### config.mk
export PLATFORM = sky130hd
export DESIGN_NAME = fss_status_config_regs
export DESIGN_NICKNAME = d
export VERILOG_FILES = /design/src/core/fss_pkg.sv /design/src/core/fss_pin_sync.sv /design/src/core/fss_status_config_regs.sv
export SDC_FILE = /design/constraint.sdc
export NUM_CORES = 1
export LEC_CHECK = 0
export ABC_AREA = 1
export BUFFER_PORTS_ARGS = -buffer_cell sky130_fd_sc_hd__buf_2
export CAP_MARGIN = 20
export CORE_MARGIN = 4
export CORE_UTILIZATION = 40
export DETAILED_ROUTE_END_ITERATION = 6
export GPL_TIMING_DRIVEN = 1
export PLACE_DENSITY = 0.59
export SYNTH_ARGS = -nofsm -noshare
export SYNTH_HDL_FRONTEND = slang
export SYNTH_HIERARCHICAL = 1
export SYNTH_SLANG_ARGS = --single-unit
### constraint.sdc
create_clock -name clk_sys -period 1.69 [get_ports clk_sys]
set_input_delay 0.0845 -clock clk_sys [delete_from_list [all_inputs] [get_ports clk_sys]]
set_output_delay 0.0845 -clock clk_sys [all_outputs]
set_load 0.02 [all_outputs]
### src/core/fss_pkg.sv
package fss_pkg;

  // serial command codes
  localparam logic [7:0] CMD_WRITE_ENABLE = 8'h06;
  localparam logic [7:0] CMD_WRITE_DISABLE = 8'h04;
  localparam logic [7:0] CMD_READ_ANY_REG = 8'h65;
  localparam logic [7:0] CMD_WRITE_ANY_REG = 8'h71;

  // frame field lengths in bits
  localparam int CMD_BITS = 8;
  localparam int ADDR_BITS = 24;
  localparam int DATA_BITS = 8;
  localparam logic [4:0] CMD_LAST = 5'(CMD_BITS - 1);
  localparam logic [4:0] ADDR_LAST = 5'(ADDR_BITS - 1);
  localparam logic [4:0] DATA_LAST = 5'(DATA_BITS - 1);
  localparam logic [2:0] OUT_LAST = 3'(DATA_BITS - 1);

  // register addresses inside the any-register space
  localparam logic [23:0] ADDR_ERASE_SUSPEND_STATUS = 24'h000001;
  localparam logic [23:0] ADDR_NV_PROTECTION_CONFIG = 24'h000002;

  // erase_suspend_status layout
  localparam int ST2_ERASE_RESULT = 2;
  localparam int ST2_ERASE_PAUSED = 1;
  localparam int ST2_PROGRAM_PAUSED = 0;
  localparam logic [7:0] ST2_RESET = 8'h00;

  // nonvolatile_protection_config layout
  localparam int CFG_PROTECT_START = 5;
  localparam int CFG_PROTECT_VOLATILITY = 3;
  localparam int CFG_PARAM_PLACE = 2;
  localparam int CFG_QUAD_DEFAULT = 1;
  localparam int CFG_FREEZE_DEFAULT = 0;
  localparam logic [7:0] CFG_RESET = 8'h00;
  localparam logic CFG_FREEZE_DEFAULT_VAL = 1'b0;

  // read-password boot window
  localparam int BOOT_RANGE_KB = 256;
  localparam int BOOT_RANGE_BYTES = BOOT_RANGE_KB * 1024;
  localparam int BOOT_RANGE_SHIFT = $clog2(BOOT_RANGE_BYTES);
  localparam int ARRAY_ADDR_BITS = 27;

  // pin levels at reset
  localparam logic SCK_IDLE = 1'b0;
  localparam logic SEL_IDLE_N = 1'b1;
  localparam logic DATA_IDLE = 1'b0;

  typedef enum logic [2:0] {
    PH_CMD,
    PH_ADDR,
    PH_WRITE_DATA,
    PH_READ_DATA,
    PH_HOLD,
    PH_IGNORE
  } fss_phase_e;

endpackage

### src/core/fss_pin_sync.sv
`timescale 1ns/1ns
`default_nettype none
// three-stage pin synchroniser; level moves only when stages two and three agree
module fss_pin_sync #(
  parameter logic RESET_LEVEL = 1'b0
) (
  // clock and reset
  input wire logic clk_sys,
  input wire logic rst_n,
  // pin and filtered level
  input wire logic pinIn,
  output logic level
);

  typedef struct packed {
    logic [2:0] stage;
    logic level;
  } fss_sync_s;

  fss_sync_s state_reg;
  fss_sync_s state_next;

  always_comb begin
    state_next = state_reg;
    state_next.stage = {state_reg.stage[1:0], pinIn};
    // only the second and third stages vote, the first may still be settling
    if (state_reg.stage[1] == state_reg.stage[2]) begin
      state_next.level = state_reg.stage[2];
    end
  end

  always_ff @(posedge clk_sys or negedge rst_n) begin
    if (!rst_n) begin
      state_reg <= '{stage: {3{RESET_LEVEL}}, level: RESET_LEVEL};
    end else begin
      state_reg <= state_next;
    end
  end

  assign level = state_reg.level;

endmodule
`default_nettype wire

### src/core/fss_status_config_regs.sv
// Summary of operation
// second status bits are volatile, read-only, defaults set by hardware.
// status bits 7 to 3 read zero.
// status bit 2 holds last erase result of sector named by erase-status command.
// host issues erase-status command right before reading the status register.
// erase result is not valid while program or erase is suspended.
// status bit 1 reads 1 in erase-suspend, host cannot write it.
// status bit 0 reads 1 in program-suspend, host cannot write it.
// read-any-register returns both registers; writes only via write-any-register.
// config writable bits change through write-any-register.
// config bit 5 sets protection start: 0 top, 1 bottom; reset cleared.
// one-time bits once 1 ignore a written 0 without error.
// host sets protection start before any array program or erase.
// read-password mode allows only 256 KB boot range reads after reset.
// config bit 3 one-time: 1 volatile protect bits, 0 non-volatile.
// config bit 2 places 4 KB sectors high or low; reserved if uniform.
// config bit 1 is writable default of volatile quad width bit.
// config bit 0 is read-only freeze default, zero.
// config bits 7, 6 and 4 read zero.
// register writes need write-enable latch set by write-enable command.
`timescale 1ns/1ns
`default_nettype none
module fss_status_config_regs #(
  parameter int ARRAY_ADDR_W = fss_pkg::ARRAY_ADDR_BITS
) (
  // clock and reset
  input wire logic clk_sys,
  input wire logic rst_n,
  // serial link pins
  input wire logic sck,
  input wire logic selN,
  input wire logic sdIn,
  output logic sdOut,
  output logic sdOutOeN,
  // suspend and erase-status engines
  input wire logic eraseSuspendActive,
  input wire logic programSuspendActive,
  input wire logic eraseStatusUpdate,
  input wire logic eraseStatusDone,
  input wire logic uniformSectors,
  // read-password boot window check
  input wire logic readPasswordMode,
  input wire logic [ARRAY_ADDR_W-1:0] readAddr,
  output logic readAllowed,
  // configuration to the rest of the device
  output logic protectStartSelect,
  output logic protectBitsVolatility,
  output logic paramSectorPlace,
  output logic quadWidthDefault,
  output logic freezeDefault,
  output logic writeEnableLatch,
  output logic eraseResultBit
);

  typedef struct packed {
    fss_pkg::fss_phase_e phase;
    logic [4:0] bitCnt;
    logic [2:0] outCnt;
    logic [7:0] shiftIn;
    logic [7:0] cmd;
    logic [23:0] addr;
    logic [7:0] shiftOut;
    logic [7:0] writeData;
    logic sckPrev;
    logic selPrevN;
    logic sdOut;
    logic sdOutOeN;
    logic write_enable_latch;
    logic protectStart;
    logic protectVolatility;
    logic paramPlace;
    logic quadDefault;
    logic eraseResult;
    logic erasePaused;
    logic programPaused;
    logic readAllowed;
  } fss_state_s;

  localparam int BOOT_HI_W = ARRAY_ADDR_W - fss_pkg::BOOT_RANGE_SHIFT;

  logic sckLvl;
  logic selLvlN;
  logic sdInLvl;
  fss_state_s state_reg;
  fss_state_s state_next;

  fss_pin_sync #(.RESET_LEVEL(fss_pkg::SCK_IDLE)) u_sync_sck (
    .clk_sys(clk_sys),
    .rst_n(rst_n),
    .pinIn(sck),
    .level(sckLvl)
  );

  fss_pin_sync #(.RESET_LEVEL(fss_pkg::SEL_IDLE_N)) u_sync_sel (
    .clk_sys(clk_sys),
    .rst_n(rst_n),
    .pinIn(selN),
    .level(selLvlN)
  );

  fss_pin_sync #(.RESET_LEVEL(fss_pkg::DATA_IDLE)) u_sync_sd (
    .clk_sys(clk_sys),
    .rst_n(rst_n),
    .pinIn(sdIn),
    .level(sdInLvl)
  );

  // live register images, sampled at every byte boundary of a read
  function automatic logic [7:0] status2Image(input fss_state_s s);
    logic [7:0] v;
    v = fss_pkg::ST2_RESET;
    // suspended: erase result is meaningless, so it reads as not completed
    v[fss_pkg::ST2_ERASE_RESULT] = s.eraseResult & ~(s.erasePaused | s.programPaused);
    v[fss_pkg::ST2_ERASE_PAUSED] = s.erasePaused;
    v[fss_pkg::ST2_PROGRAM_PAUSED] = s.programPaused;
    return v;
  endfunction

  function automatic logic [7:0] config1Image(input fss_state_s s, input logic uniform);
    logic [7:0] v;
    v = fss_pkg::CFG_RESET;
    v[fss_pkg::CFG_PROTECT_START] = s.protectStart;
    v[fss_pkg::CFG_PROTECT_VOLATILITY] = s.protectVolatility;
    v[fss_pkg::CFG_PARAM_PLACE] = s.paramPlace & ~uniform;
    v[fss_pkg::CFG_QUAD_DEFAULT] = s.quadDefault;
    v[fss_pkg::CFG_FREEZE_DEFAULT] = fss_pkg::CFG_FREEZE_DEFAULT_VAL;
    return v;
  endfunction

  function automatic logic [7:0] readImage(input fss_state_s s, input logic uniform);
    logic [7:0] v;
    v = 8'h00;
    if (s.addr == fss_pkg::ADDR_ERASE_SUSPEND_STATUS) begin
      v = status2Image(s);
    end else if (s.addr == fss_pkg::ADDR_NV_PROTECTION_CONFIG) begin
      v = config1Image(s, uniform);
    end
    return v;
  endfunction

  always_comb begin
    logic sckRise;
    logic sckFall;
    logic selRise;
    logic selFall;
    logic [7:0] byteIn;
    logic [7:0] image;
    logic [BOOT_HI_W-1:0] hiBits;
    sckRise = sckLvl & ~state_reg.sckPrev;
    sckFall = ~sckLvl & state_reg.sckPrev;
    selRise = selLvlN & ~state_reg.selPrevN;
    selFall = ~selLvlN & state_reg.selPrevN;
    byteIn = {state_reg.shiftIn[6:0], sdInLvl};
    image = readImage(state_reg, uniformSectors);
    hiBits = readAddr[ARRAY_ADDR_W-1:fss_pkg::BOOT_RANGE_SHIFT];
    state_next = state_reg;
    state_next.sckPrev = sckLvl;
    state_next.selPrevN = selLvlN;

    // suspend flags follow the engines, nothing on the link can write them
    state_next.erasePaused = eraseSuspendActive;
    state_next.programPaused = programSuspendActive;
    if (eraseStatusUpdate) begin
      state_next.eraseResult = eraseStatusDone;
    end

    // bottom window when start select is 0, top window when it is 1
    if (!readPasswordMode) begin
      state_next.readAllowed = 1'b1;
    end else if (state_reg.protectStart) begin
      state_next.readAllowed = &hiBits;
    end else begin
      state_next.readAllowed = ~|hiBits;
    end

    if (selLvlN) begin
      state_next.sdOutOeN = 1'b1;
      if (selRise && state_reg.phase == fss_pkg::PH_HOLD) begin
        // commands act only on a frame closed at its exact length
        case (state_reg.cmd)
          fss_pkg::CMD_WRITE_ENABLE: begin
            state_next.write_enable_latch = 1'b1;
          end
          fss_pkg::CMD_WRITE_DISABLE: begin
            state_next.write_enable_latch = 1'b0;
          end
          fss_pkg::CMD_WRITE_ANY_REG: begin
            if (state_reg.write_enable_latch &&
                state_reg.addr == fss_pkg::ADDR_NV_PROTECTION_CONFIG) begin
              // one-time bits only ever gain ones, a zero is dropped silently
              state_next.protectStart = state_reg.protectStart |
                state_reg.writeData[fss_pkg::CFG_PROTECT_START];
              state_next.protectVolatility = state_reg.protectVolatility |
                state_reg.writeData[fss_pkg::CFG_PROTECT_VOLATILITY];
              if (!uniformSectors) begin
                state_next.paramPlace = state_reg.paramPlace |
                  state_reg.writeData[fss_pkg::CFG_PARAM_PLACE];
              end
              state_next.quadDefault =
                state_reg.writeData[fss_pkg::CFG_QUAD_DEFAULT];
            end
            // any write-any-register frame with the latch set clears it, whatever the address; with the latch clear it stays clear
            if (state_reg.write_enable_latch) begin
              state_next.write_enable_latch = 1'b0;
            end
          end
          default: begin
          end
        endcase
      end
      state_next.phase = fss_pkg::PH_CMD;
      state_next.bitCnt = 5'h00;
      state_next.outCnt = 3'h0;
    end else if (selFall) begin
      state_next.phase = fss_pkg::PH_CMD;
      state_next.bitCnt = 5'h00;
      state_next.outCnt = 3'h0;
    end else if (sckRise) begin
      state_next.shiftIn = byteIn;
      state_next.bitCnt = state_reg.bitCnt + 5'h01;
      case (state_reg.phase)
        fss_pkg::PH_CMD: begin
          if (state_reg.bitCnt == fss_pkg::CMD_LAST) begin
            state_next.cmd = byteIn;
            state_next.bitCnt = 5'h00;
            case (byteIn)
              fss_pkg::CMD_READ_ANY_REG,
              fss_pkg::CMD_WRITE_ANY_REG: begin
                state_next.phase = fss_pkg::PH_ADDR;
              end
              fss_pkg::CMD_WRITE_ENABLE,
              fss_pkg::CMD_WRITE_DISABLE: begin
                state_next.phase = fss_pkg::PH_HOLD;
              end
              default: begin
                state_next.phase = fss_pkg::PH_IGNORE;
              end
            endcase
          end
        end
        fss_pkg::PH_ADDR: begin
          state_next.addr = {state_reg.addr[22:0], sdInLvl};
          if (state_reg.bitCnt == fss_pkg::ADDR_LAST) begin
            state_next.bitCnt = 5'h00;
            state_next.outCnt = 3'h0;
            if (state_reg.cmd == fss_pkg::CMD_READ_ANY_REG) begin
              state_next.phase = fss_pkg::PH_READ_DATA;
            end else begin
              state_next.phase = fss_pkg::PH_WRITE_DATA;
            end
          end
        end
        fss_pkg::PH_WRITE_DATA: begin
          if (state_reg.bitCnt == fss_pkg::DATA_LAST) begin
            state_next.writeData = byteIn;
            state_next.bitCnt = 5'h00;
            state_next.phase = fss_pkg::PH_HOLD;
          end
        end
        fss_pkg::PH_READ_DATA: begin
          state_next.bitCnt = 5'h00;
        end
        fss_pkg::PH_HOLD: begin
          // clocks past the frame's end void the command
          state_next.phase = fss_pkg::PH_IGNORE;
        end
        default: begin
          state_next.bitCnt = 5'h00;
        end
      endcase
    end else if (sckFall && state_reg.phase == fss_pkg::PH_READ_DATA) begin
      // read repeats the same register, refreshed at each byte start
      state_next.sdOutOeN = 1'b0;
      state_next.outCnt = state_reg.outCnt + 3'h1;
      if (state_reg.outCnt == 3'h0) begin
        state_next.sdOut = image[7];
        state_next.shiftOut = {image[6:0], 1'b0};
      end else begin
        state_next.sdOut = state_reg.shiftOut[7];
        state_next.shiftOut = {state_reg.shiftOut[6:0], 1'b0};
      end
    end
  end

  always_ff @(posedge clk_sys or negedge rst_n) begin
    if (!rst_n) begin
      state_reg <= '{
        phase: fss_pkg::PH_CMD,
        bitCnt: 5'h00,
        outCnt: 3'h0,
        shiftIn: 8'h00,
        cmd: 8'h00,
        addr: 24'h000000,
        shiftOut: 8'h00,
        writeData: 8'h00,
        sckPrev: fss_pkg::SCK_IDLE,
        selPrevN: fss_pkg::SEL_IDLE_N,
        sdOut: 1'b0,
        sdOutOeN: 1'b1,
        write_enable_latch: 1'b0,
        protectStart: fss_pkg::CFG_RESET[fss_pkg::CFG_PROTECT_START],
        protectVolatility: fss_pkg::CFG_RESET[fss_pkg::CFG_PROTECT_VOLATILITY],
        paramPlace: fss_pkg::CFG_RESET[fss_pkg::CFG_PARAM_PLACE],
        quadDefault: fss_pkg::CFG_RESET[fss_pkg::CFG_QUAD_DEFAULT],
        eraseResult: fss_pkg::ST2_RESET[fss_pkg::ST2_ERASE_RESULT],
        erasePaused: fss_pkg::ST2_RESET[fss_pkg::ST2_ERASE_PAUSED],
        programPaused: fss_pkg::ST2_RESET[fss_pkg::ST2_PROGRAM_PAUSED],
        readAllowed: 1'b1
      };
    end else begin
      state_reg <= state_next;
    end
  end

  assign sdOut = state_reg.sdOut;
  assign sdOutOeN = state_reg.sdOutOeN;
  assign readAllowed = state_reg.readAllowed;
  assign protectStartSelect = state_reg.protectStart;
  assign protectBitsVolatility = state_reg.protectVolatility;
  assign paramSectorPlace = state_reg.paramPlace & ~uniformSectors;
  assign quadWidthDefault = state_reg.quadDefault;
  assign freezeDefault = fss_pkg::CFG_FREEZE_DEFAULT_VAL;
  assign writeEnableLatch = state_reg.write_enable_latch;
  assign eraseResultBit = state_reg.eraseResult;

endmodule
`default_nettype wire

## Word level (Yosys, flattened, before mapping)

Cells that the tools add are included.

- Register bits: 89
- Bits of input ports: 38
- Output and inout bits: 10
- Word-level logic and storage cells: 124

- Add/subtract/negate cells: 2
- Eq/ne operators: 26
- Muxes and demuxes: 24
- Bitwise gates (word level): 18
- Reduce and logical (&&, ||, !) cells: 27

Operator list:

| operator | number |
|---|---|
| $mux 8 | 5 |
| $mux 11 | 3 |
| $eq 8x3->1 const B | 4 |
| $eq 8x7->1 const B | 4 |
| $eq 24x1->1 const B | 1 |
| $eq 24x2->1 const B | 1 |
| $pmux 5 s4 | 1 |
| $reduce_and 5->1 | 4 |
| $ne 4x3->1 const B | 3 |
| $pmux 3 s4 | 1 |
| $reduce_and 3->1 | 4 |
| $reduce_and 4->1 | 3 |
| $mux 3 | 3 |
| $reduce_and 9->1 | 1 |
| $reduce_or 9->1 | 1 |
| $mux 1 | 8 |
| $ne 4x2->1 const B | 2 |
| $not 1->1 | 8 |
| $and 1x1->1 | 6 |
| $eq 3x2->1 const B | 2 |
| $logic_not 3->1 | 2 |
| $mux 6 | 1 |
| $pmux 3 s2 | 1 |
| $reduce_bool 6->1 | 1 |
| other kinds (16) | 27 |

## Logic depth before layout (Yosys ltp)

Gate-level depths: netlist (run 1).

- Depth in word-level cells: 8
- Gate-level depth with buffers: 9
- Depth with buffers taken out: 9

## Modules after synthesis

The synthesis (run 1) kept the hierarchy.

By module, submodules not included:

| module | times used | cells each | area an instance (sq um) | seq. area each (sq um) |
|---|---|---|---|---|
| fss_status_config_regs | 1 | 390 | 3,545.9 | 1,855.5 |
| fss_pin_sync at u_sync_sck ... | 2 | 8 | 116.4 | 100.1 |
| fss_pin_sync at u_sync_sel | 1 | 8 | 121.4 | 105.1 |

## Least setup slack after synthesis (run 1)

No wires, ideal clock.

- Kind: register -> register
- Start: reg state_reg[72] (netlist bit)
- End: reg state_reg[18] (netlist bit)
- Library setup time: 120 ps
- Data arrival time: 1,375 ps
- Setup slack: 196 ps
- Stages on the path, launching flop included: 10
- Buffers on the path: 1
- Path through: dfrtp_1 > ha_1 > nand2_1 > clkinv_1 > nand3_2 > or2_1 > or2_0 > buf_6 > nand2_2 > o21ai_2

- Cells in the longest elaborated chain, start to end: 2

RTL lines:

| element | line | RTL |
|---|---|---|
| from (decl) | fss_status_config_regs.sv:84 | `fss_state_s state_reg;` |
| from (signal assigned) | fss_status_config_regs.sv:287 | `state_reg <= '{` |
| from (signal assigned) | fss_status_config_regs.sv:311 | `state_reg <= state_next;` |
| $eq 5x3->1 | fss_status_config_regs.sv:254 | `if (state_reg.bitCnt == fss_pkg::DATA_LAST) begin` |
| $reduce_and 5->1 (no line) | n/a |  |

Every way passes these cells.
A chain may end at the register's enable or synchronous reset.

## Worst setup path in the final report (run 1)

- Start: reg state_reg[72] (netlist bit)
- End: reg state_reg[15] (netlist bit)

The elaborated chain is that of the path after synthesis.

==> flow_summary.yaml, run 1 <==
outcome:
  run_status: "finished clean"
placement:
  place_area_um2: 4250
  dp_hpwl_um: 5070
  port_buffers: 28
  gp_congestion: 0.798
floorplan:
  core_um2: 9370
  rows: 35
  die_y_um: 107
  die_area_um2: 11400
  start_util_pct: 41.6
  num_io_pins: 48
  die-width_um: 107
drt:
  viasPerCell: 4.66
  drtIter0Drc: 103
  wl_um: 7190
  dr_total_vias: 2803
  first_pass_iters: 4
  post-route-drc-count: 0
  wl_per_cell_um: 12.0
  ant_nets: 0
setup_path:
  crit_arrival_ns: 1.86
  cp_max_fo: 8
  r2r-start: "state_reg[72]"
  worst_r2r_path_depth: 9
  reg2reg_setup_slack_ns: 0.07
  critPathLaunchType: "flop"
  crit_start: "state_reg[72]"
  crit_path_end: "state_reg[15]"
  end_kind: "flop"
  worstPathRequired_ns: 1.93
  worst-setup-path-type: "flop to flop"
  reg2reg_to: "state_reg[15]"
synth:
  synth_warnings: 6
  synth_compound_area_share_pct: 8.50
  synth-xor-area-share_pct: 0.674
  ys.flop_type: "dfrtp_1"
  synth-edff-count: 0
  synthAdderAreaFrac_pct: 0.962
  synthArstFlopShare_pct: 100
  synth_cells: 414
  synth_top_family_by_area: "simple AND/OR/NAND/NOR gates"
  avgSynthCellArea_um2: 9.42
  syn_area_um2: 3900
  yosys.area_share.simple_pct: 21.8
  syn_nets: 455
  ys_ff_latch: 86
  seq_area_frac_synth_pct: 55.4
  yosysUniqueCellTypes: 39
  synth.mux.area_fraction_pct: 5.97
grt:
  antenna_found_initial: 0
  grt-ovfl-total: 0
  grt_use_total_pct: 13.9
  grt_pass1_vias: 2845
  grt_max_degree: 45
  grt_pass1_wl_um: 12700
timing:
  fmax_ghz: 0.619
  finClkSkew_ns: 0.0102
  hold_slack_ns: 0.0284
  drv_slew: 0
  hold_violations: 0
  rsz0062_at_grt: "true"
  period_share_pct: 95.6
  setup_violations: 0
  finalCriticalPeriod_ns: 1.62
layout:
  fin_area_um2: 4580
  largest_reg_flops: 66
  fillerInstances: 893
  antenna_cells: 0
  syn2layout_area_growth_pct: 17.5
  drive_above_1_share_pct: 23.0
  final_nets: 509
power_and_ir_drop:
  p_int_uw: 3010
  leakage_uw: 0.00226
  power.density_nw_per_um2: 885
  power.switching_uw: 1050
  vdd_drop_max_mv: 0.511
  switching_share_pct: 25.9
  seq_power_share_pct: 54.8
  combPwrFrac_pct: 9.3
  pwr-share-clk_pct: 35.9
clock_tree:
  numCtsBuffers: 9
  cts.clk_slew.worst_paths_ns: 0.08
  ctsHtreeMaxLevel: 3
  insertion_delay_ns: 0.35
  root_buffer: "clkbuf_8"
  clockBufferDepth: 2
  cts_tree: "yes"
  cts_sinks: 86
hold_path:
  min_path_type: "input pin to flop"
  holdPathStages: 3
flow_run:
  drv_cap: 0
[power by group through the flow]
stage	Clock [uW]	Sequential, uW	Combinational, uW
final	1460	2220	377
after global routing	1580	2240	447
after CTS	1520	2220	383
after detailed placement	0	2260	362
after global placement	0	2260	356
after floorplan	0	2260	205
[synth_stat cells (2+ instances only)]
cell      number  area share [%]
nand2_1       90             8.7
dfrtp_1       79              51
inv_1         45             4.3
nor2_1        40             3.8
o21ai_0       33             4.2
nand3_1       22             2.8
mux2_4        14             5.4
a21oi_1       12             1.5
nand4_1       11             1.8
dfstp_2        7             4.7
nor2_2         5            0.80
o21ai_1        5            0.64
inv_2          4            0.38
nand2_2        4            0.64
o21ai_2        4            0.90
buf_6          3            0.87
ha_1           3            0.96
xor2_1         3            0.67
a21boi_1       2            0.38
buf_2          2            0.26
clkbuf_1       2            0.19
mux2_2         2            0.58
nand2_4        2            0.58
nand3_2        2            0.51
nor3_1         2            0.26
nor4_1         2            0.32
o21bai_1       2            0.38
[critical path, stage by stage (launching register included)]
cell and delay (ns):
dfrtp_1 0.39, ha_2 0.20, nand2_2 0.06, inv_2 0.07
nand3_2 0.08, or2_1 0.24, or2_1 0.22, buf_6 0.15
nand2_2 0.06, o21ai_2 0.05
[cell families (layout without fill, tap and decap cells)]
logic type	Yosys count	after routing
compound gates	60	60
xor+xnor	3	3
fa+ha+maj	3	3
buf+inv	59	118
flops	86	86
mux	16	16
other cells	1	1
simple gates	186	186
[worst min-delay path by stage]
stage | start | end | slack (ns)
6_report | readAddr[18] | readAllowed | 0.03
3_3_place_gp | rst_n | eraseResultBit | 0.05
2_1_floorplan | rst_n | eraseResultBit | -0.21
5_1_grt | readAddr[18] | readAllowed | 0.04
3_5_place_dp | rst_n | eraseResultBit | 0.06
4_1_cts | readAddr[18] | readAllowed | 0.008
[final cells by class]
type	instances	area (um^2)	area share, %
sequential	86	2160	47.2
multi-input combinational	269	1510	32.9
timing repair buffer	51	357	7.78
inverter	51	196	4.29
tap	129	161	3.52
clock buffer	11	141	3.09
clock inverter	5	58.8	1.28
[routing by layer]
metal | GRT usage (%) | vias to the layer above | wire (um)
met4 | 4.93 | 0 | 100
met2 | 23.0 | 39 | 3320
li1 | - | 1438 | -
met3 | 3.61 | 9 | 231
met5 | 0 | - | 0
met1 | 17.7 | 1317 | 3540
[through the flow]
step                      TNS (ns)  worst slack [ns]  utilization [%]  total power, uW  instances
final                            0            0.0738             48.9             4060        602
after global routing       -0.0638           -0.0185             48.9             4270        602
after CTS                        0            0.0304             48.5             4130        601
after detailed placement         0            0.0556             45.3             2630        575
after global placement           0            0.0635             45.3             2620        575
after floorplan                  0             0.196                -             2460        414
[what timing repair did]
| action | 4_1_cts | 5_1_grt |
|---|---|---|
| buffers inserted | 0 | 1 |
| hold buffers | 10 | 0 |
| setup endpoints to repair | 0 | 14 |
| gates resized for setup | 0 | 8 |
| hold endpoints to repair | 39 | 0 |
[placed cells by master (no fill, tap or decap), types with 2 or more instances in the layout]
cell type | Yosys | routed
dfstp_2 | 7 | 7
o21ai_2 | 4 | 5
nor2_1 | 40 | 40
o21ai_1 | 5 | 4
mux2_4 | 14 | 14
dlygate4sd3_1 | 0 | 10
inv_2 | 4 | 5
buf_2 | 2 | 27
or2_1 | 1 | 2
mux2_2 | 2 | 2
nand2_1 | 90 | 89
a21oi_1 | 12 | 12
nor4_1 | 2 | 2
ha_1 | 3 | 2
nand2_2 | 4 | 5
o21bai_1 | 2 | 2
clkinvlp_4 | 0 | 2
clkbuf_8 | 0 | 10
xor2_1 | 3 | 3
nor3_1 | 2 | 2
buf_4 | 1 | 12
nand4_1 | 11 | 11
a21boi_1 | 2 | 2
dfrtp_1 | 79 | 79
inv_1 | 45 | 45
o21ai_0 | 33 | 33
nand3_2 | 2 | 2
nor2_4 | 1 | 2
nor2_2 | 5 | 4
nand3_1 | 22 | 22
No activity file was read; power rests on OpenSTA's default activity.
==> run 2, diff against run 1 <==
Clock period 1.69 ns to 1.6 ns, I/O delays scaled along.
==> run 2 against run 1 <==
- the run now ends with setup timing left
- via count increased by 5.0%
- core utilization increased by 2.1 points
- wire length increased by 5.0%
- register-to-register slack got worse by 0.09 ns
- first-iteration DRC count increased by 51%
- clock-buffer cell count decreased by 1
- hold slack improved by 0.0014 ns
- clock skew increased by 0.0028 ns
- non-clock buffer count increased by 11
- combinational power increased by 11%
- global-route usage increased by 0.24 points
- critical path type unchanged
- critical endpoint unchanged
- largest cell class unchanged
- highest routed layer unchanged
==> flow_summary.yaml, run 2 (synthesis gave the netlist of run 1 again) <==
outcome:
  run_status: "finished, violations left"
  violations: "setup timing"
grt:
  grt_pass1_vias: 2900
  grt-ovfl-total: 0
  grt_pass1_wl_um: 13100
  grt_max_degree: 42
  grt_use_total_pct: 14.2
  antenna_found_initial: 0
setup_path:
  crit_start: "state_reg[72]"
  end_kind: "flop"
  r2r-start: "state_reg[72]"
  reg2reg_setup_slack_ns: -0.02
  worstPathRequired_ns: 1.84
  worst_r2r_path_depth: 9
  crit_arrival_ns: 1.86
  worst-setup-path-type: "flop to flop"
  cp_max_fo: 8
  reg2reg_to: "state_reg[15]"
  critPathLaunchType: "flop"
timing:
  period_share_pct: 101
  drv_slew: 0
  timing.final.ws_setup_ns: -0.0168
  hold_violations: 0
  finClkSkew_ns: 0.0130
  rsz0062_at_grt: "true"
  hold_slack_ns: 0.0298
  finalCriticalPeriod_ns: 1.62
  fmax_ghz: 0.619
  setup_violations: 4
layout:
  drive_above_1_share_pct: 27.0
  fillerInstances: 868
  final_nets: 521
  final_common_cell: "nand2_1"
  antenna_cells: 0
  mostFrequentLayoutCells: "nand2_1, dfrtp_1, inv_1"
  syn2layout_area_growth_pct: 22.6
  largest_reg_flops: 66
hold_path:
  min_path_type: "input pin to flop"
  hold_path_startpoint: "readAddr[19]"
  hold_end: "readAllowed"
  holdPathStages: 3
drt:
  viasPerCell: 4.79
  first_pass_iters: 4
  dr_total_vias: 2944
  drtIter0Drc: 156
  post-route-drc-count: 0
  wl_per_cell_um: 12.3
  wl_um: 7560
  ant_nets: 0
clock_tree:
  numCtsBuffers: 9
  clockBufferDepth: 2
  ctsHtreeMaxLevel: 3
  cts_tree: "yes"
  cts.clk_slew.worst_paths_ns: 0.09
  insertion_delay_ns: 0.35
  root_buffer: "clkbuf_8"
  cts_sinks: 86
power_and_ir_drop:
  vdd_drop_max_mv: 0.422
  power.density_nw_per_um2: 909
  leakage_uw: 0.00233
placement:
  gp_congestion: 0.848
  dp_hpwl_um: 5240
  port_buffers: 28
  place_ws_ns: 0.0250
floorplan:
  core_um2: 9370
  die_y_um: 107
  num_io_pins: 48
  rows: 35
  start_util_pct: 41.6
  die_area_um2: 11400
  die-width_um: 107
flow_run:
  drv_cap: 0
-- run 2: cell types whose count changed in the layout (fill, tap and decap cells not counted), sizes merged --
| cell | delta |
|---|---|
| buf | +10 |
| nand4 | +1 |
| inv | -1 |
| clkinv | +2 |
-- run 2: timing repair --
action | in CTS | in global routing
endpoints found under the setup margin | 0 | 34
setup buffers | 0 | 3
gates resized for setup | 0 | 28
hold buffers | 10 | 0
hold endpoints to repair | 39 | 0
-- run 2: worst max-delay path: stages, from the launching register on --
cell and delay, ns:
dfrtp_1 0.38, ha_2 0.20, nand2_2 0.06, inv_2 0.07, nand3_2 0.09, or2_1 0.23, or2_1 0.23, buf_6 0.15
nand2_2 0.06, o21ai_2 0.04
-- run 2: report_power, final --
group | internal, uW | switching [uW] | leakage (uW)
clock | 773 | 800 | 0.000103
sequential | 2280 | 74.7 | 0.00114
combinational | 142 | 278 | 0.00109
total | 3190 | 1150 | 0.00233
-- run 2: worst max-delay path by stage --
| stage | depth (start not counted) | to |
|---|---|---|
| finish | 9 | state_reg[15] |
| global route | 9 | state_reg[16] |
| CTS | 9 | state_reg[16] |
| detailed placement | 9 | state_reg[18] |
| global placement | 9 | state_reg[18] |
| floorplan | 9 | state_reg[18] |
-- run 2: layout make-up --
class                      count  area [um^2]  share of cell area, %
clock inverter                 6         68.8                   1.44
inverter                      51          200                   4.19
tap                          129          161                   3.38
sequential                    86         2160                   45.2
multi-input combinational    270         1570                   32.7
clock buffer                  10          138                   2.88
timing repair buffer          62          485                   10.2
-- run 2: per-stage QoR --
stage          utilization (%)  TNS [ns]  cells  total power (uW)  cell area [um^2]
2_1_floorplan                -         0    414              2600              3900
3_3_place_gp              46.2         0    583              2780              4330
3_5_place_dp              46.2         0    583              2790              4330
4_1_cts                   49.5         0    609              4410              4640
5_1_grt                   51.0    -0.738    614              4580              4780
6_report                  51.0   -0.0538    614              4350              4780
-- run 2: metal layers --
| layer | share of wire, % | GRT usage, % | vias up |
|---|---|---|---|
| met2 | 47 | 22.0 | 64 |
| met4 | 0.93 | 4.66 | 0 |
| li1 | - | - | 1474 |
| met5 | 0 | 0 | - |
| met3 | 4.6 | 3.79 | 7 |
| met1 | 48 | 19.4 | 1399 |
==> run 3, diff against run 2 <==
Settings changed: CAP_MARGIN 20 to unset, MAX_ROUTING_LAYER set to met4.
Clock period 1.6 ns to 1.8 ns, I/O delays scaled along.
==> run 3 against run 2 <==
- the run now ends clean
- critical path depth is 4 lower
- combinational power down 16%
- clock skew is 0.0051 ns lower
- via count is 3.9% lower
- clock-buffer cell count up 3
- wire length shrank 3.7%
- register-to-register slack better by 0.18 ns
- die area did not move
- cell count is 3.1% lower
- critical endpoint is now state_reg[32]
==> flow_summary.yaml, run 3 (synthesis gave the netlist of run 1 again) <==
outcome:
  run_status: "finished clean"
placement:
  dp_cells: 570
  dp_hpwl_um: 5180
  port_buffers: 28
  gp_congestion: 0.820
  place_ws_ns: -0.0289
  place_area_um2: 4210
clock_tree:
  cts.clk_slew.worst_paths_ns: 0.08
  cts_sinks: 86
  root_buffer: "clkbuf_8"
  cts_tree: "yes"
  ctsHtreeMaxLevel: 3
  numCtsBuffers: 9
  clockBufferDepth: 2
  insertion_delay_ns: 0.35
  postCtsSetupBuffers: 0
setup_path:
  end_kind: "flop"
  worstPathRequired_ns: 2.03
  reg2reg_setup_slack_ns: 0.16
  critPathLaunchType: "flop"
  r2r-start: "state_reg[11]"
  reg2reg_to: "state_reg[32]"
  cp_max_fo: 27
  worst_r2r_path_depth: 5
  crit_arrival_ns: 1.88
  worst-setup-path-type: "flop to flop"
layout:
  syn2layout_area_growth_pct: 15.5
  fillerInstances: 915
  final_nets: 502
  mostFrequentLayoutCells: "nand2_1, dfrtp_1, inv_1"
  fin_area_um2: 4500
  multi_input_area_um2: 1490
  drive_above_1_share_pct: 21.2
  antenna_cells: 0
  fin_cells: 595
  final_common_cell: "nand2_1"
  final-seq-area_um2: 2160
  largest_reg_flops: 66
grt:
  grt_max_degree: 45
  antenna_found_initial: 0
  grt-ovfl-total: 0
  grt_pass1_vias: 2824
  grt_use_total_pct: 14.5
  grt_pass1_wl_um: 12800
timing:
  fmax_ghz: 0.609
  hold_violations: 0
  setup_violations: 0
  finalCriticalPeriod_ns: 1.64
  drv_slew: 0
  timing.final.ws_setup_ns: 0.159
  finClkSkew_ns: 0.00789
  period_share_pct: 91.2
  rsz0062_at_grt: "false"
power_and_ir_drop:
  power_uw: 3810
  vdd_drop_max_mv: 0.463
  leakage_uw: 0.00225
  power.density_nw_per_um2: 847
floorplan:
  num_io_pins: 48
  rows: 35
  start_util_pct: 41.6
  core_um2: 9370
  die_y_um: 107
  die_area_um2: 11400
  die-width_um: 107
drt:
  met2_length_um: 3420
  viasPerCell: 4.76
  drtIter0Drc: 203
  wl_met3_um: 306
  post-route-drc-count: 0
  wl_per_cell_um: 12.2
  m1WireLength_um: 3470
  wl_um: 7280
  topRoutingLayerUsed: "met4"
  first_pass_iters: 4
  dr_total_vias: 2830
  ant_nets: 0
hold_path:
  hold_path_startpoint: "uniformSectors"
  hold_end: "state_reg[5]"
  holdPathStages: 4
  min_path_type: "input pin to flop"
flow_run:
  drv_cap: 0
run 3: cell types whose count changed in the layout (fill, tap and decap cells not counted), moves of 4 or more:
cell     delta
buf_4      -12
inv_1       +4
inv_2       -4
nand2_1     +4
o21ai_1     -5
o21ai_0     +5
run 3: power breakdown:
group          internal, uW  total (uW)  switching (uW)
logic                   114         352             238
registers              2030        2090            61.8
clock network           717        1380             659
total                  2860        3810             959
run 3: critical path, cell delays in order, from the launching register on:
cell	delay, ns
dfstp_2	0.58
nor2_4	0.08
nand2_4	0.10
clkinv_4	0.07
nand2_4	0.30
mux2_2	0.39
run 3: per-stage QoR:
| stage | utilization [%] | hold WS, ns | TNS (ns) |
|---|---|---|---|
| 2_1_floorplan | - | -0.206 | 0 |
| 3_3_place_gp | 44.9 | 0.0457 | 0 |
| 3_5_place_dp | 44.9 | 0.0486 | -0.0402 |
| 4_1_cts | 48.0 | 0.00386 | 0 |
| 5_1_grt | 48.1 | 0.0445 | 0 |
| 6_report | 48.1 | 0.0220 | 0 |
run 3: how the worst max path moves through the flow:
stage / slack [ns] / end / cells after the start / start
6_report: 0.16 / state_reg[32] / 5 / state_reg[11]
3_5_place_dp: -0.03 / state_reg[18] / 8 / state_reg[72]
4_1_cts: 0.09 / state_reg[18] / 8 / state_reg[72]
3_3_place_gp: 0.07 / state_reg[14] / 8 / state_reg[72]
2_1_floorplan: 0.31 / state_reg[18] / 9 / state_reg[72]
5_1_grt: 0.05 / state_reg[30] / 8 / u_sync_sck/level
run 3: area by class of cell:
cell class,count,share of cell area (%)
sequential,86,48.0
clock inverter,3,0.944
timing repair buffer,44,6.61
inverter,51,4.36
multi-input combinational,269,33.0
tap,129,3.58
clock buffer,13,3.53
run 3: repair_timing:
item | 4_1_cts | 5_1_grt
hold buffers | 9 | 0
hold endpoints to repair | 35 | 0
gates resized for setup | 1 | 1
pin swaps | 0 | 0
endpoints found under the setup margin | 4 | 2
run 3: routing by layer:
| layer | vias up | track usage (%) |
|---|---|---|
| li1 | 1427 | - |
| met1 | 1344 | 18.3 |
| met2 | 51 | 22.6 |
| met3 | 8 | 4.33 |
| met4 | 0 | 4.38 |
| met5 | - | - |
